$ cat config.mk
export PLATFORM = sky130hd
export DESIGN_NAME = pae_evaluator
export DESIGN_NICKNAME = d
export VERILOG_FILES = /design/src/shared/pae_pkg.sv /design/src/hdl/pae_delay.sv /design/src/hdl/pae_evaluator.sv
export VERILOG_INCLUDE_DIRS = /design/src /design/src/shared
export SDC_FILE = /design/constraint.sdc
export NUM_CORES = 2
export LEC_CHECK = 0
export BUFFER_PORTS_ARGS = -buffer_cell sky130_fd_sc_hd__buf_2
export CORE_MARGIN = 1.5
export CORE_UTILIZATION = 35
export CTS_CLUSTER_DIAMETER = 200
export DETAILED_ROUTE_END_ITERATION = 10
export HOLD_SLACK_MARGIN = 0.06
export REMOVE_ABC_BUFFERS = 1
export SLEW_MARGIN = 25
export SYNTH_ARGS = -nofsm -noshare
export SYNTH_HDL_FRONTEND = slang
export SYNTH_SLANG_ARGS = --single-unit
$ cat constraint.sdc
create_clock -name clk -period 4.9 [get_ports clk]
set_input_delay 0.98 -clock clk [delete_from_list [all_inputs] [get_ports clk]]
set_output_delay 0.98 -clock clk [all_outputs]
set_load 0.02 [all_outputs]
$ cat src/shared/pae_map.svh
`ifndef PAE_MAP_SVH
`define PAE_MAP_SVH
// Type codes
`define PAE_TYPE_OFF 5'h00
`define PAE_TYPE_BAND_OUT 5'h01
`define PAE_TYPE_DEV_HI 5'h02
`define PAE_TYPE_DEV_LO 5'h03
`define PAE_TYPE_BAND_IN 5'h04
`define PAE_TYPE_BAND_OUT_SB 5'h05
`define PAE_TYPE_DEV_HI_SB 5'h06
`define PAE_TYPE_DEV_LO_SB 5'h07
`define PAE_TYPE_ABS_HI 5'h08
`define PAE_TYPE_ABS_LO 5'h09
`define PAE_TYPE_ABS_HI_SB 5'h0A
`define PAE_TYPE_ABS_LO_SB 5'h0B
`define PAE_TYPE_LOOP_BREAK 5'h0C
`define PAE_TYPE_RATE 5'h0D
`define PAE_TYPE_SP_HI 5'h0E
`define PAE_TYPE_SP_LO 5'h0F
`define PAE_TYPE_OUT_HI 5'h10
`define PAE_TYPE_OUT_LO 5'h11
`define PAE_TYPE_EXT_HI 5'h12
`define PAE_TYPE_EXT_LO 5'h13
`define PAE_TYPE_RESET 5'h02
// Timing
`define PAE_CLK_HZ 125000000
`define PAE_DELAY_MAX_S 999
`endif

$ cat src/shared/pae_pkg.sv
package pae_pkg;
    localparam int PAE_CHANNELS = 4;
    localparam int PAE_VW = 16;

    typedef struct packed {
        logic signed [15:0] measured_value;
        logic signed [15:0] target_setpoint;
        logic signed [15:0] external_target;
        logic signed [15:0] heat_output;
        logic signed [15:0] cool_output;
        logic heat_cool_mode;
        logic external_fitted;
        logic loop_break_alarm;
        logic rate_alarm;
    } pae_proc_type;

    typedef struct packed {
        logic [4:0] type_code;
        logic signed [15:0] alarm_value;
        logic signed [15:0] upper_dev;
        logic signed [15:0] lower_dev;
        logic [9:0] on_delay_s;
        logic [9:0] off_delay_s;
    } pae_cfg_type;

    typedef enum logic [1:0] {
        PAE_IDLE,
        PAE_ON_WAIT,
        PAE_ACTIVE,
        PAE_OFF_WAIT
    } pae_dly_state_type;
endpackage

$ cat src/hdl/pae_delay.sv
`timescale 1ns/1ps
`include "pae_map.svh"
module pae_delay (
    input wire logic clk, // System clock
    input wire logic nrst, // Async reset, active low
    input wire logic sec_tick, // One pulse per second
    input wire logic raw, // Undelayed condition
    input wire logic [9:0] on_delay_s, // ON delay seconds
    input wire logic [9:0] off_delay_s, // OFF delay seconds
    output logic out // Delayed alarm output
);
    pae_pkg::pae_dly_state_type state_reg, state_next;
    logic [9:0] cnt_reg, cnt_next;
    wire on_done = (on_delay_s == 10'h000) || (sec_tick && cnt_reg + 10'h001 >= on_delay_s);
    wire off_done = (off_delay_s == 10'h000) || (sec_tick && cnt_reg + 10'h001 >= off_delay_s);

    always_comb begin
        state_next = state_reg;
        cnt_next = sec_tick ? cnt_reg + 10'h001 : cnt_reg;
        case (state_reg)
            pae_pkg::PAE_IDLE: begin
                cnt_next = 10'h000;
                if (raw) begin
                    state_next = (on_delay_s == 10'h000) ? pae_pkg::PAE_ACTIVE : pae_pkg::PAE_ON_WAIT;
                end
            end
            pae_pkg::PAE_ON_WAIT: begin
                if (!raw) begin
                    state_next = pae_pkg::PAE_IDLE;
                end else if (on_done) begin
                    state_next = pae_pkg::PAE_ACTIVE;
                end
            end
            pae_pkg::PAE_ACTIVE: begin
                cnt_next = 10'h000;
                if (!raw) begin
                    state_next = (off_delay_s == 10'h000) ? pae_pkg::PAE_IDLE : pae_pkg::PAE_OFF_WAIT;
                end
            end
            pae_pkg::PAE_OFF_WAIT: begin
                if (raw) begin
                    state_next = pae_pkg::PAE_ACTIVE;
                end else if (off_done) begin
                    state_next = pae_pkg::PAE_IDLE;
                end
            end
            default: state_next = pae_pkg::PAE_IDLE;
        endcase
    end

    always_ff @(posedge clk or negedge nrst) begin
        if (!nrst) begin
            state_reg <= pae_pkg::PAE_IDLE;
            cnt_reg <= 10'h000;
            out <= 1'b0;
        end else begin
            state_reg <= state_next;
            cnt_reg <= cnt_next;
            out <= (state_next == pae_pkg::PAE_ACTIVE) || (state_next == pae_pkg::PAE_OFF_WAIT);
        end
    end
endmodule // pae_delay

$ cat src/hdl/pae_evaluator.sv
`timescale 1ns/1ps
`include "pae_map.svh"
// Contract
// - Per-channel type code, default code 2
// - ON and OFF delays, 0 to 999 s; the 10-bit delay fields take up to 1023 s, unchecked
// - Code 1: value outside deviation band
// - Code 2: value above setpoint by deviation
// - Code 3: value below setpoint by deviation
// - Code 4: value inside deviation band
// - Code 5: code 1 plus standby
// - Code 6: code 2 plus standby
// - Code 7: code 3 plus standby
// - Code 8: value above alarm value
// - Code 9: value below alarm value
// - Code 10: code 8 plus standby
// - Code 11: code 9 plus standby
// - Code 12 loop break, channel 0 only
// - Code 13 rate-of-change alarm
// - Code 14: setpoint above alarm value
// - Code 15: setpoint below alarm value
// - Code 16: output above alarm value
// - Code 17: output below alarm value
// - Code 18: external target above value
// - Code 19: external target below value
// - Channel 0 defaults to heater fault alarm
// - Heat/cool: 16 heating, 17 cooling only
// - Code 5 off when hysteresis overlaps
// - Codes 18/19 need external input fitted
module pae_evaluator #(
    parameter int SEC_CYCLES = `PAE_CLK_HZ // Cycles per second, shorten in simulation
) (
    input wire logic clk, // System clock
    input wire logic nrst, // Async reset, active low
    input wire logic sample_tick, // Controller sampling pulse
    input wire pae_pkg::pae_proc_type proc, // Loop values, same clock domain
    input wire pae_pkg::pae_cfg_type [3:0] cfg, // Per-channel settings
    input wire logic cfg_load, // Pulse: latch cfg into channels
    input wire logic setpoint_changed, // Pulse: re-arm standby
    input wire logic heater_fault_variant, // Heater fault detection fitted
    input wire logic heater_burnout_detect, // Heater burnout seen
    input wire logic heater_short_detect, // Heater short seen
    input wire logic ch0_assign_alarm, // Channel 0 assigned as alarm
    input wire logic [15:0] hyst, // Alarm hysteresis width
    output logic [3:0] aux_out, // Auxiliary output drive
    output logic [3:0] raw_alarm, // Undelayed alarm state
    output logic [3:0] standby_armed, // Standby still suppressing
    output logic heater_fault_alarm, // Heater fault alarm on channel 0
    output logic [4:0] ch0_type_shown // Channel 0 type, zero when hidden
);
    localparam int PAE_N = pae_pkg::PAE_CHANNELS;
    localparam int SEC_W = $clog2(SEC_CYCLES + 1);

    logic [SEC_W-1:0] sec_cnt_reg;
    logic sec_tick;
    logic [4:0] type_reg [PAE_N];
    pae_pkg::pae_cfg_type cfg_reg [PAE_N];
    logic [PAE_N-1:0] cond_reg, standby_reg, delayed;
    wire hf_mode = heater_fault_variant && !ch0_assign_alarm;

    assign sec_tick = (sec_cnt_reg == SEC_W'(SEC_CYCLES - 1));

    always_ff @(posedge clk or negedge nrst) begin
        if (!nrst) begin
            sec_cnt_reg <= '0;
        end else begin
            sec_cnt_reg <= sec_tick ? '0 : sec_cnt_reg + SEC_W'(1);
        end
    end

    genvar g;
    generate
        for (g = 0; g < PAE_N; g++) begin : gen_ch
            wire signed [17:0] pv = 18'(proc.measured_value);
            wire signed [17:0] sp = 18'(proc.target_setpoint);
            wire signed [17:0] xv = 18'(cfg_reg[g].alarm_value);
            wire signed [17:0] hi_lim = sp + 18'(cfg_reg[g].upper_dev);
            wire signed [17:0] lo_lim = sp - 18'(cfg_reg[g].lower_dev);
            wire signed [17:0] hy = 18'($signed({1'b0, hyst}));
            wire [4:0] t = type_reg[g];
            wire t_accept;
            wire hys_overlap;
            logic c_next;
            // loop break code accepted on channel 0 only
            assign t_accept = (cfg[g].type_code <= `PAE_TYPE_EXT_LO)
                && (g == 0 || cfg[g].type_code != `PAE_TYPE_LOOP_BREAK)
                && ((cfg[g].type_code != `PAE_TYPE_EXT_HI && cfg[g].type_code != `PAE_TYPE_EXT_LO)
                || proc.external_fitted);
            assign hys_overlap = (hi_lim - hy) <= (lo_lim + hy);

            always_comb begin
                c_next = 1'b0;
                case (t)
                    `PAE_TYPE_OFF: c_next = 1'b0;
                    `PAE_TYPE_BAND_OUT, `PAE_TYPE_BAND_OUT_SB: c_next = (pv > hi_lim) || (pv < lo_lim);
                    `PAE_TYPE_DEV_HI, `PAE_TYPE_DEV_HI_SB: c_next = (pv - sp) >= xv;
                    `PAE_TYPE_DEV_LO, `PAE_TYPE_DEV_LO_SB: c_next = (sp - pv) >= xv;
                    `PAE_TYPE_BAND_IN: c_next = (pv >= lo_lim) && (pv <= hi_lim);
                    `PAE_TYPE_ABS_HI, `PAE_TYPE_ABS_HI_SB: c_next = pv > xv;
                    `PAE_TYPE_ABS_LO, `PAE_TYPE_ABS_LO_SB: c_next = pv < xv;
                    `PAE_TYPE_LOOP_BREAK: c_next = (g == 0) && proc.loop_break_alarm;
                    `PAE_TYPE_RATE: c_next = proc.rate_alarm;
                    `PAE_TYPE_SP_HI: c_next = sp > xv;
                    `PAE_TYPE_SP_LO: c_next = sp < xv;
                    `PAE_TYPE_OUT_HI: c_next = 18'(proc.heat_output) > xv;
                    // output lower, cooling side under heat/cool
                    `PAE_TYPE_OUT_LO: c_next = (proc.heat_cool_mode ? 18'(proc.cool_output)
                        : 18'(proc.heat_output)) < xv;
                    `PAE_TYPE_EXT_HI: c_next = proc.external_fitted && (18'(proc.external_target) > xv);
                    `PAE_TYPE_EXT_LO: c_next = proc.external_fitted && (18'(proc.external_target) < xv);
                    default: c_next = 1'b0;
                endcase
            end

            wire is_sb = (t == `PAE_TYPE_BAND_OUT_SB) || (t == `PAE_TYPE_DEV_HI_SB)
                || (t == `PAE_TYPE_DEV_LO_SB) || (t == `PAE_TYPE_ABS_HI_SB) || (t == `PAE_TYPE_ABS_LO_SB);

            always_ff @(posedge clk or negedge nrst) begin
                if (!nrst) begin
                    type_reg[g] <= `PAE_TYPE_RESET;
                    cfg_reg[g] <= '0;
                    cond_reg[g] <= 1'b0;
                    standby_reg[g] <= 1'b1;
                end else begin
                    if (cfg_load && t_accept) begin
                        type_reg[g] <= cfg[g].type_code;
                        cfg_reg[g] <= cfg[g];
                    end else if (cfg_load) begin
                        cfg_reg[g] <= '{type_code: type_reg[g], alarm_value: cfg[g].alarm_value,
                            upper_dev: cfg[g].upper_dev, lower_dev: cfg[g].lower_dev,
                            on_delay_s: cfg[g].on_delay_s, off_delay_s: cfg[g].off_delay_s};
                    end
                    if (setpoint_changed || cfg_load) begin
                        standby_reg[g] <= 1'b1;
                    end else if (sample_tick && !c_next) begin
                        standby_reg[g] <= 1'b0;
                    end
                    if (sample_tick) begin
                        cond_reg[g] <= c_next && !(is_sb && standby_reg[g])
                            && !(t == `PAE_TYPE_BAND_OUT_SB && hys_overlap);
                    end
                end
            end

            pae_delay u_delay (
                .clk(clk),
                .nrst(nrst),
                .sec_tick(sec_tick),
                .raw(cond_reg[g]),
                .on_delay_s(cfg_reg[g].on_delay_s),
                .off_delay_s(cfg_reg[g].off_delay_s),
                .out(delayed[g])
            );
        end
    endgenerate

    always_ff @(posedge clk or negedge nrst) begin
        if (!nrst) begin
            aux_out <= '0;
            heater_fault_alarm <= 1'b0;
            ch0_type_shown <= 5'h00;
            raw_alarm <= '0;
            standby_armed <= '0;
        end else begin
            raw_alarm <= cond_reg;
            standby_armed <= standby_reg;
            // channel 0 serves heater fault by default
            heater_fault_alarm <= hf_mode && (heater_burnout_detect || heater_short_detect);
            aux_out <= {delayed[PAE_N-1:1],
                hf_mode ? (heater_burnout_detect || heater_short_detect) : delayed[0]};
            // type hidden while heater fault owns channel 0
            ch0_type_shown <= hf_mode ? 5'h00 : type_reg[0];
        end
    end
endmodule // pae_evaluator

# Yosys cells after proc, flatten, opt, wreduce, memory -nomap -nowiden
# Cells that the tools add are included.
dict set report totals {
  inputBits 401
  regBits 397
  elab_cells 474
  output_inout_bits 18
}
dict set report op_classes {
  reduce_logical 156
  eq_ne 105
  mux 68
  addsub 23
  n_lt_le_gt_ge 72
}
# op n
set op_table {}
lappend op_table {{2-to-1 mux 68 bit} 8}
lappend op_table {{> comparator 16 bit} 16}
lappend op_table {{< comparator 16 bit} 12}
lappend op_table {{== test 5 x 4 -> 1 bit, second input constant} 29}
lappend op_table {{>= comparator 17 x 16 -> 1 bit} 8}
lappend op_table {{subtractor 16 x 16 -> 17 bit} 6}
lappend op_table {{== test 5 x 3 -> 1 bit, second input constant} 16}
lappend op_table {{== test 5 bit, second input constant} 16}
lappend op_table {{>= comparator 10 bit} 8}
lappend op_table {{logical NOT 10 bit} 8}
lappend op_table {{2-to-1 mux 10 bit} 8}
lappend op_table {{adder 17 x 17 -> 18 bit} 4}
lappend op_table {{less-or-equal comparator 18 bit} 4}
lappend op_table {{< comparator 18 x 16 -> 1 bit} 4}
lappend op_table {{subtractor 17 x 17 -> 18 bit} 4}
lappend op_table {{adder 16 x 16 -> 17 bit} 4}
lappend op_table {{>= comparator 16 x 17 -> 1 bit} 4}
lappend op_table {{> comparator 16 x 17 -> 1 bit} 4}
lappend op_table {{less-or-equal comparator 16 x 17 -> 1 bit} 4}
lappend op_table {{< comparator 16 x 17 -> 1 bit} 4}
lappend op_table {{2-to-1 mux 2 bit} 32}
lappend op_table {{logical AND 1 bit} 57}
lappend op_table {{OR reduction 2 bit} 24}
lappend op_table {{adder 10 x 1 -> 10 bit, second input constant} 4}
lappend op_table {{other kinds (20)} 136}

# Logic depth before layout (Yosys ltp)
dict set report depth {
  ltp_word 9
  mapped_depth 28
  mapped_depth_nobuf 28
}

# Cells and area by module
# A second synthesis with hierarchy kept.
dict set report unflattened {
  cells_unflattened 5336
  hier_area_um2 46565.9
}
# module cells_each area_each_um2 seq_area_each_um2 instances
set modules_own_cells {}
lappend modules_own_cells {pae_evaluator 4760 41621.2 8643.3 1}
lappend modules_own_cells {pae_delay 144 1236.2 300.3 4}

# Worst setup path before layout
# No wires, ideal clock.
dict set report synth_path {
  path_kind {input-to-reg}
  start {in proc[53] (netlist name)}
  end {reg cond_reg[1]}
  arrival_time_ns 5.358
  required_ns 4.764
  setup_ns 0.136
  n_path_buf 0
  stages 26
  slack_ns -0.595
  cell_sequence {inv_1 > fa_1 > nor2b_1 > o21ai_1 > a21oi_1 > o21a_1 > o21a_1 > nor2_1 > xnor2_1 > ha_1 > nand3_1 > or4_1 > nand3_1 > nor4_1 > o41a_1 > o21ai_1 > xor2_1 > ha_1 > inv_1 > o211ai_1 > nor2_1 > o211ai_1 > a21oi_1 > nor3_1 > o311ai_0 > a21boi_2}
}
dict set report synth_between {
  elab_chain_len 6
  elab_cells_between_ends 22
  cone_classes {add/sub: 6; order compare: 9; mux: 1; reduce/logical: 6}
}
# item line_no
set synth_lines {}
lappend synth_lines {{from (decl)} pae_evaluator.sv:35} ;# input wire pae_pkg::pae_proc_type proc,
lappend synth_lines {{adder 16 x 16 -> 17 bit or subtractor 16 x 16 -> 17 bit (tied branches)} {pae_evaluator.sv:76, pae_evaluator.sv:77}}
lappend synth_lines {{subtractor 17 x 17 -> 18 bit, or another cell as far along} pae_evaluator.sv:88} ;# assign hys_overlap = (hi_lim - hy) <= (lo_lim + hy);
lappend synth_lines {{less-or-equal comparator 18 bit, or another cell as far along} pae_evaluator.sv:88}
lappend synth_lines {{logical AND 1 bit or one-hot mux 1 bit (13 select lines) (tied branches)} {pae_evaluator.sv:139, pae_evaluator.sv:92}}
lappend synth_lines {{logical NOT 1 bit or logical AND 1 bit (tied branches)} {pae_evaluator.sv:139, pae_evaluator.sv:138}}
lappend synth_lines {{logical AND 1 bit (*)} pae_evaluator.sv:138} ;# cond_reg[g] <= c_next && !(is_sb && standby_reg[g])
lappend synth_lines {{to (signal, indexed assignment)} pae_evaluator.sv:138}
lappend synth_lines {{to (decl)} pae_evaluator.sv:57} ;# logic [PAE_N-1:0] cond_reg, standby_reg, delayed;
# Mark *: on every way between the ends. The rest lies on a longest branch, timed or not.
# A chain may end at the register's enable or synchronous reset.

# Final worst setup path
dict set report layout_path {
  start {in proc[53] (netlist name)}
  end {reg cond_reg[3]}
}
# The elaborated chain is that of the path after synthesis.

==> run metrics <==
EDFF count, synth=0; status=finished with violations; Post-Place Cell Area=57460 µm²; grt met3 use=3.344%; P per Cell Area=346.6 nW/µm²; CP max FO=5; Detailed Routing Iterations Pass 1=6; unrepaired setup endpoints after global routing=true; routability cong.=1.002; Longest Clk Path Bufs=3; Synth Area per Inst=8.466 µm²; Worst Skew=73.39 ps; DIE AREA=about 130000 µm²; period utilization=107.8%; Finish-stage setup viols=7; largest area contributor in the netlist=ha_1; antenna violations before repair=10; worst path bufs/invs=5; Distinct cells, synth=a little over 90; max reg flops=between 200 and 300; clk_lat worst skew=700 ps; dominant synthesized flop cell=dfrtp_1; GR Util met1=about a third; Worst-Margin Slew=1042 ps; Yosys reg bits=397; Async SR Flop Fraction=100.0%; DR WL/cell=roughly 22 µm; Synth top area share=27.86%; Seq/Total Area, Yosys=21.52%; layout cell share with drive strength beyond 1=28.51%; final routed DRC violation total=0; met2 usage=a little under half; placed insts=8488; Pleak=about 31 nW; total power=21.49 mW; drt first-iter violations=2613; DP HPWL=157700 µm; CTS tree=built; synth warn=0; root buffer cell=clkbuf_16; Data arrival, critical path=~6000 ps; filler instances=12.83k; port bufs=418; Syn-to-layout area delta=34.12%; Final Hold Vio Count=0; Max Slew Vio Count=0; first-pass GRT wire length=281200 µm; CP Class=input port to register; Cells after Synth=5459; Startpoint Class=input port; Final min period=5281 ps; most frequent cells in the layout=989 x buf_4, 988 x ha_1, 478 x inv_1; Setup WS pre-CTS=-1615 ps; family with the most delay on the worst path=compound AO/OA/AOI/OAI gates; Post-CTS Hold Fix Bufs=0; Core Area=131300 µm²; Critical Path Slowest Stage Cell=or2_2; Max-Cap Viols=0; failing checks=negative setup slack; Total Routed Length=190300 µm; largest stage delay on the critical path=310 ps; Max Fclk=0.1894 GHz; Rows=133; GRT overflow=0; element type at the critical path end=register; die height=approximately 370 µm; Total GRT Usage=between 20 and 30%; largest net degree at the start of global routing=between 100 and 150; top cells by area, synth=ha_1 28%, dfrtp_1 21%, a21oi_1 4.1%; boundary pin count=roughly 420; # H-tree levels=2; most common cell after layout, fill and taps aside=buf_4; clk slew on worst S/H paths=60 ps; final setup margin=-381.0 ps; VDD IR max=between 0.4 and 0.5 mV; required time of the worst setup path=5470 ps; vias per std cell=5.426; Rel. slew slack=28.75%; die width=roughly 370 µm; Net count, final=8303; Finished Layout Cells=8660; hold crit path type=input port to async pin; clock buffer count from CTS=50; clock sinks=397; Initial Util=35.20%; Mapped Area=46220 µm²; Via Count=roughly 47k; GRT busiest layer=met2; vias in the first global route=47.65k; Antenna Nets Post-Route=0; final hold slack=271.7 ps; final instance area=61990 µm²
Yosys cell counts (102+ instances only):
library cell,instances
xnor2_1,178
nand3_1,124
mux2_2,109
a21o_1,125
o21ai_0,357
a21oi_1,382
nand2_1,462
nand4_1,131
nor3_1,102
ha_1,1029
nor2_1,331
xor2_1,153
inv_1,486
dfrtp_1,389
power by group:
group | total [mW] | switching, mW | leakage, nW | internal, mW
logic | 13.4 | 7.06 | 25.1 | 6.38
registers | 3.90 | 0.321 | 4.88 | 3.58
clock network | 4.15 | 1.70 | 0.890 | 2.45
total | 21.5 | 9.08 | 30.9 | 12.4
final timing paths:
| path | from | to | slack, ps | depth (start not counted) |
|---|---|---|---|---|
| min in group clk | gen_ch[2].u_delay.out | aux_out[2] | 350 | 0 |
| min reg2reg | gen_ch[2].u_delay.out | aux_out[2] | 350 | 0 |
| max reg2reg | cfg_reg[93] | cond_reg[2] | -280 | 25 |
| max in group asynchronous | nrst | cfg_reg[252] | 3420 | 2 |
| max | proc[53] | cond_reg[3] | -380 | 29 |
| min | nrst | cfg_reg[275] | 270 | 1 |
what timing repair did:
action | 4_1_cts | 5_1_grt
gates resized for setup | 261 | 144
setup endpoints to repair | 8 | 8
setup buffers | 41 | 40
pin swaps | 176 | 166
metal layers:
layer / part of all wire (%) / up-vias
li1: - / 22670
met1: 42 / 22510
met2: 47 / 1385
met3: 5.1 / 428
met4: 6.6 / 0
met5: 0 / -
kinds of logic after synthesis:
| logic type | count (synthesis) | share of synthesized area [%] |
|---|---|---|
| buf+inv | 581 | 4.740 |
| fa+ha+maj | 1047 | 28.64 |
| simple gates | 1606 | 17.30 |
| flops | 397 | 21.52 |
| compound gates | 1362 | 18.31 |
| xor+xnor | 331 | 6.273 |
| mux | 135 | 3.222 |
per-stage QoR:
stage / TNS, ps / util [%]
floorplan: -99060 / -
global placement: -11120 / 43.76
detailed placement: -11700 / 43.76
CTS: -1761 / 46.41
global route: -3684 / 47.20
finish: -2207 / 47.21
layout make-up:
type	instances	area, µm²	area share (%)
Clock buffer	62	1376	2.220
Clock inverter	31	475.5	0.7670
Timing Repair Buffer	1439	10090	16.27
Tap cell	1755	2196	3.543
Sequential cell	397	9945	16.04
Inverter	486	1839	2.967
Antenna cell	9	22.52	0.03633
Multi-Input combinational cell	4481	36040	58.15
No activity file was read; power rests on OpenSTA's default activity.
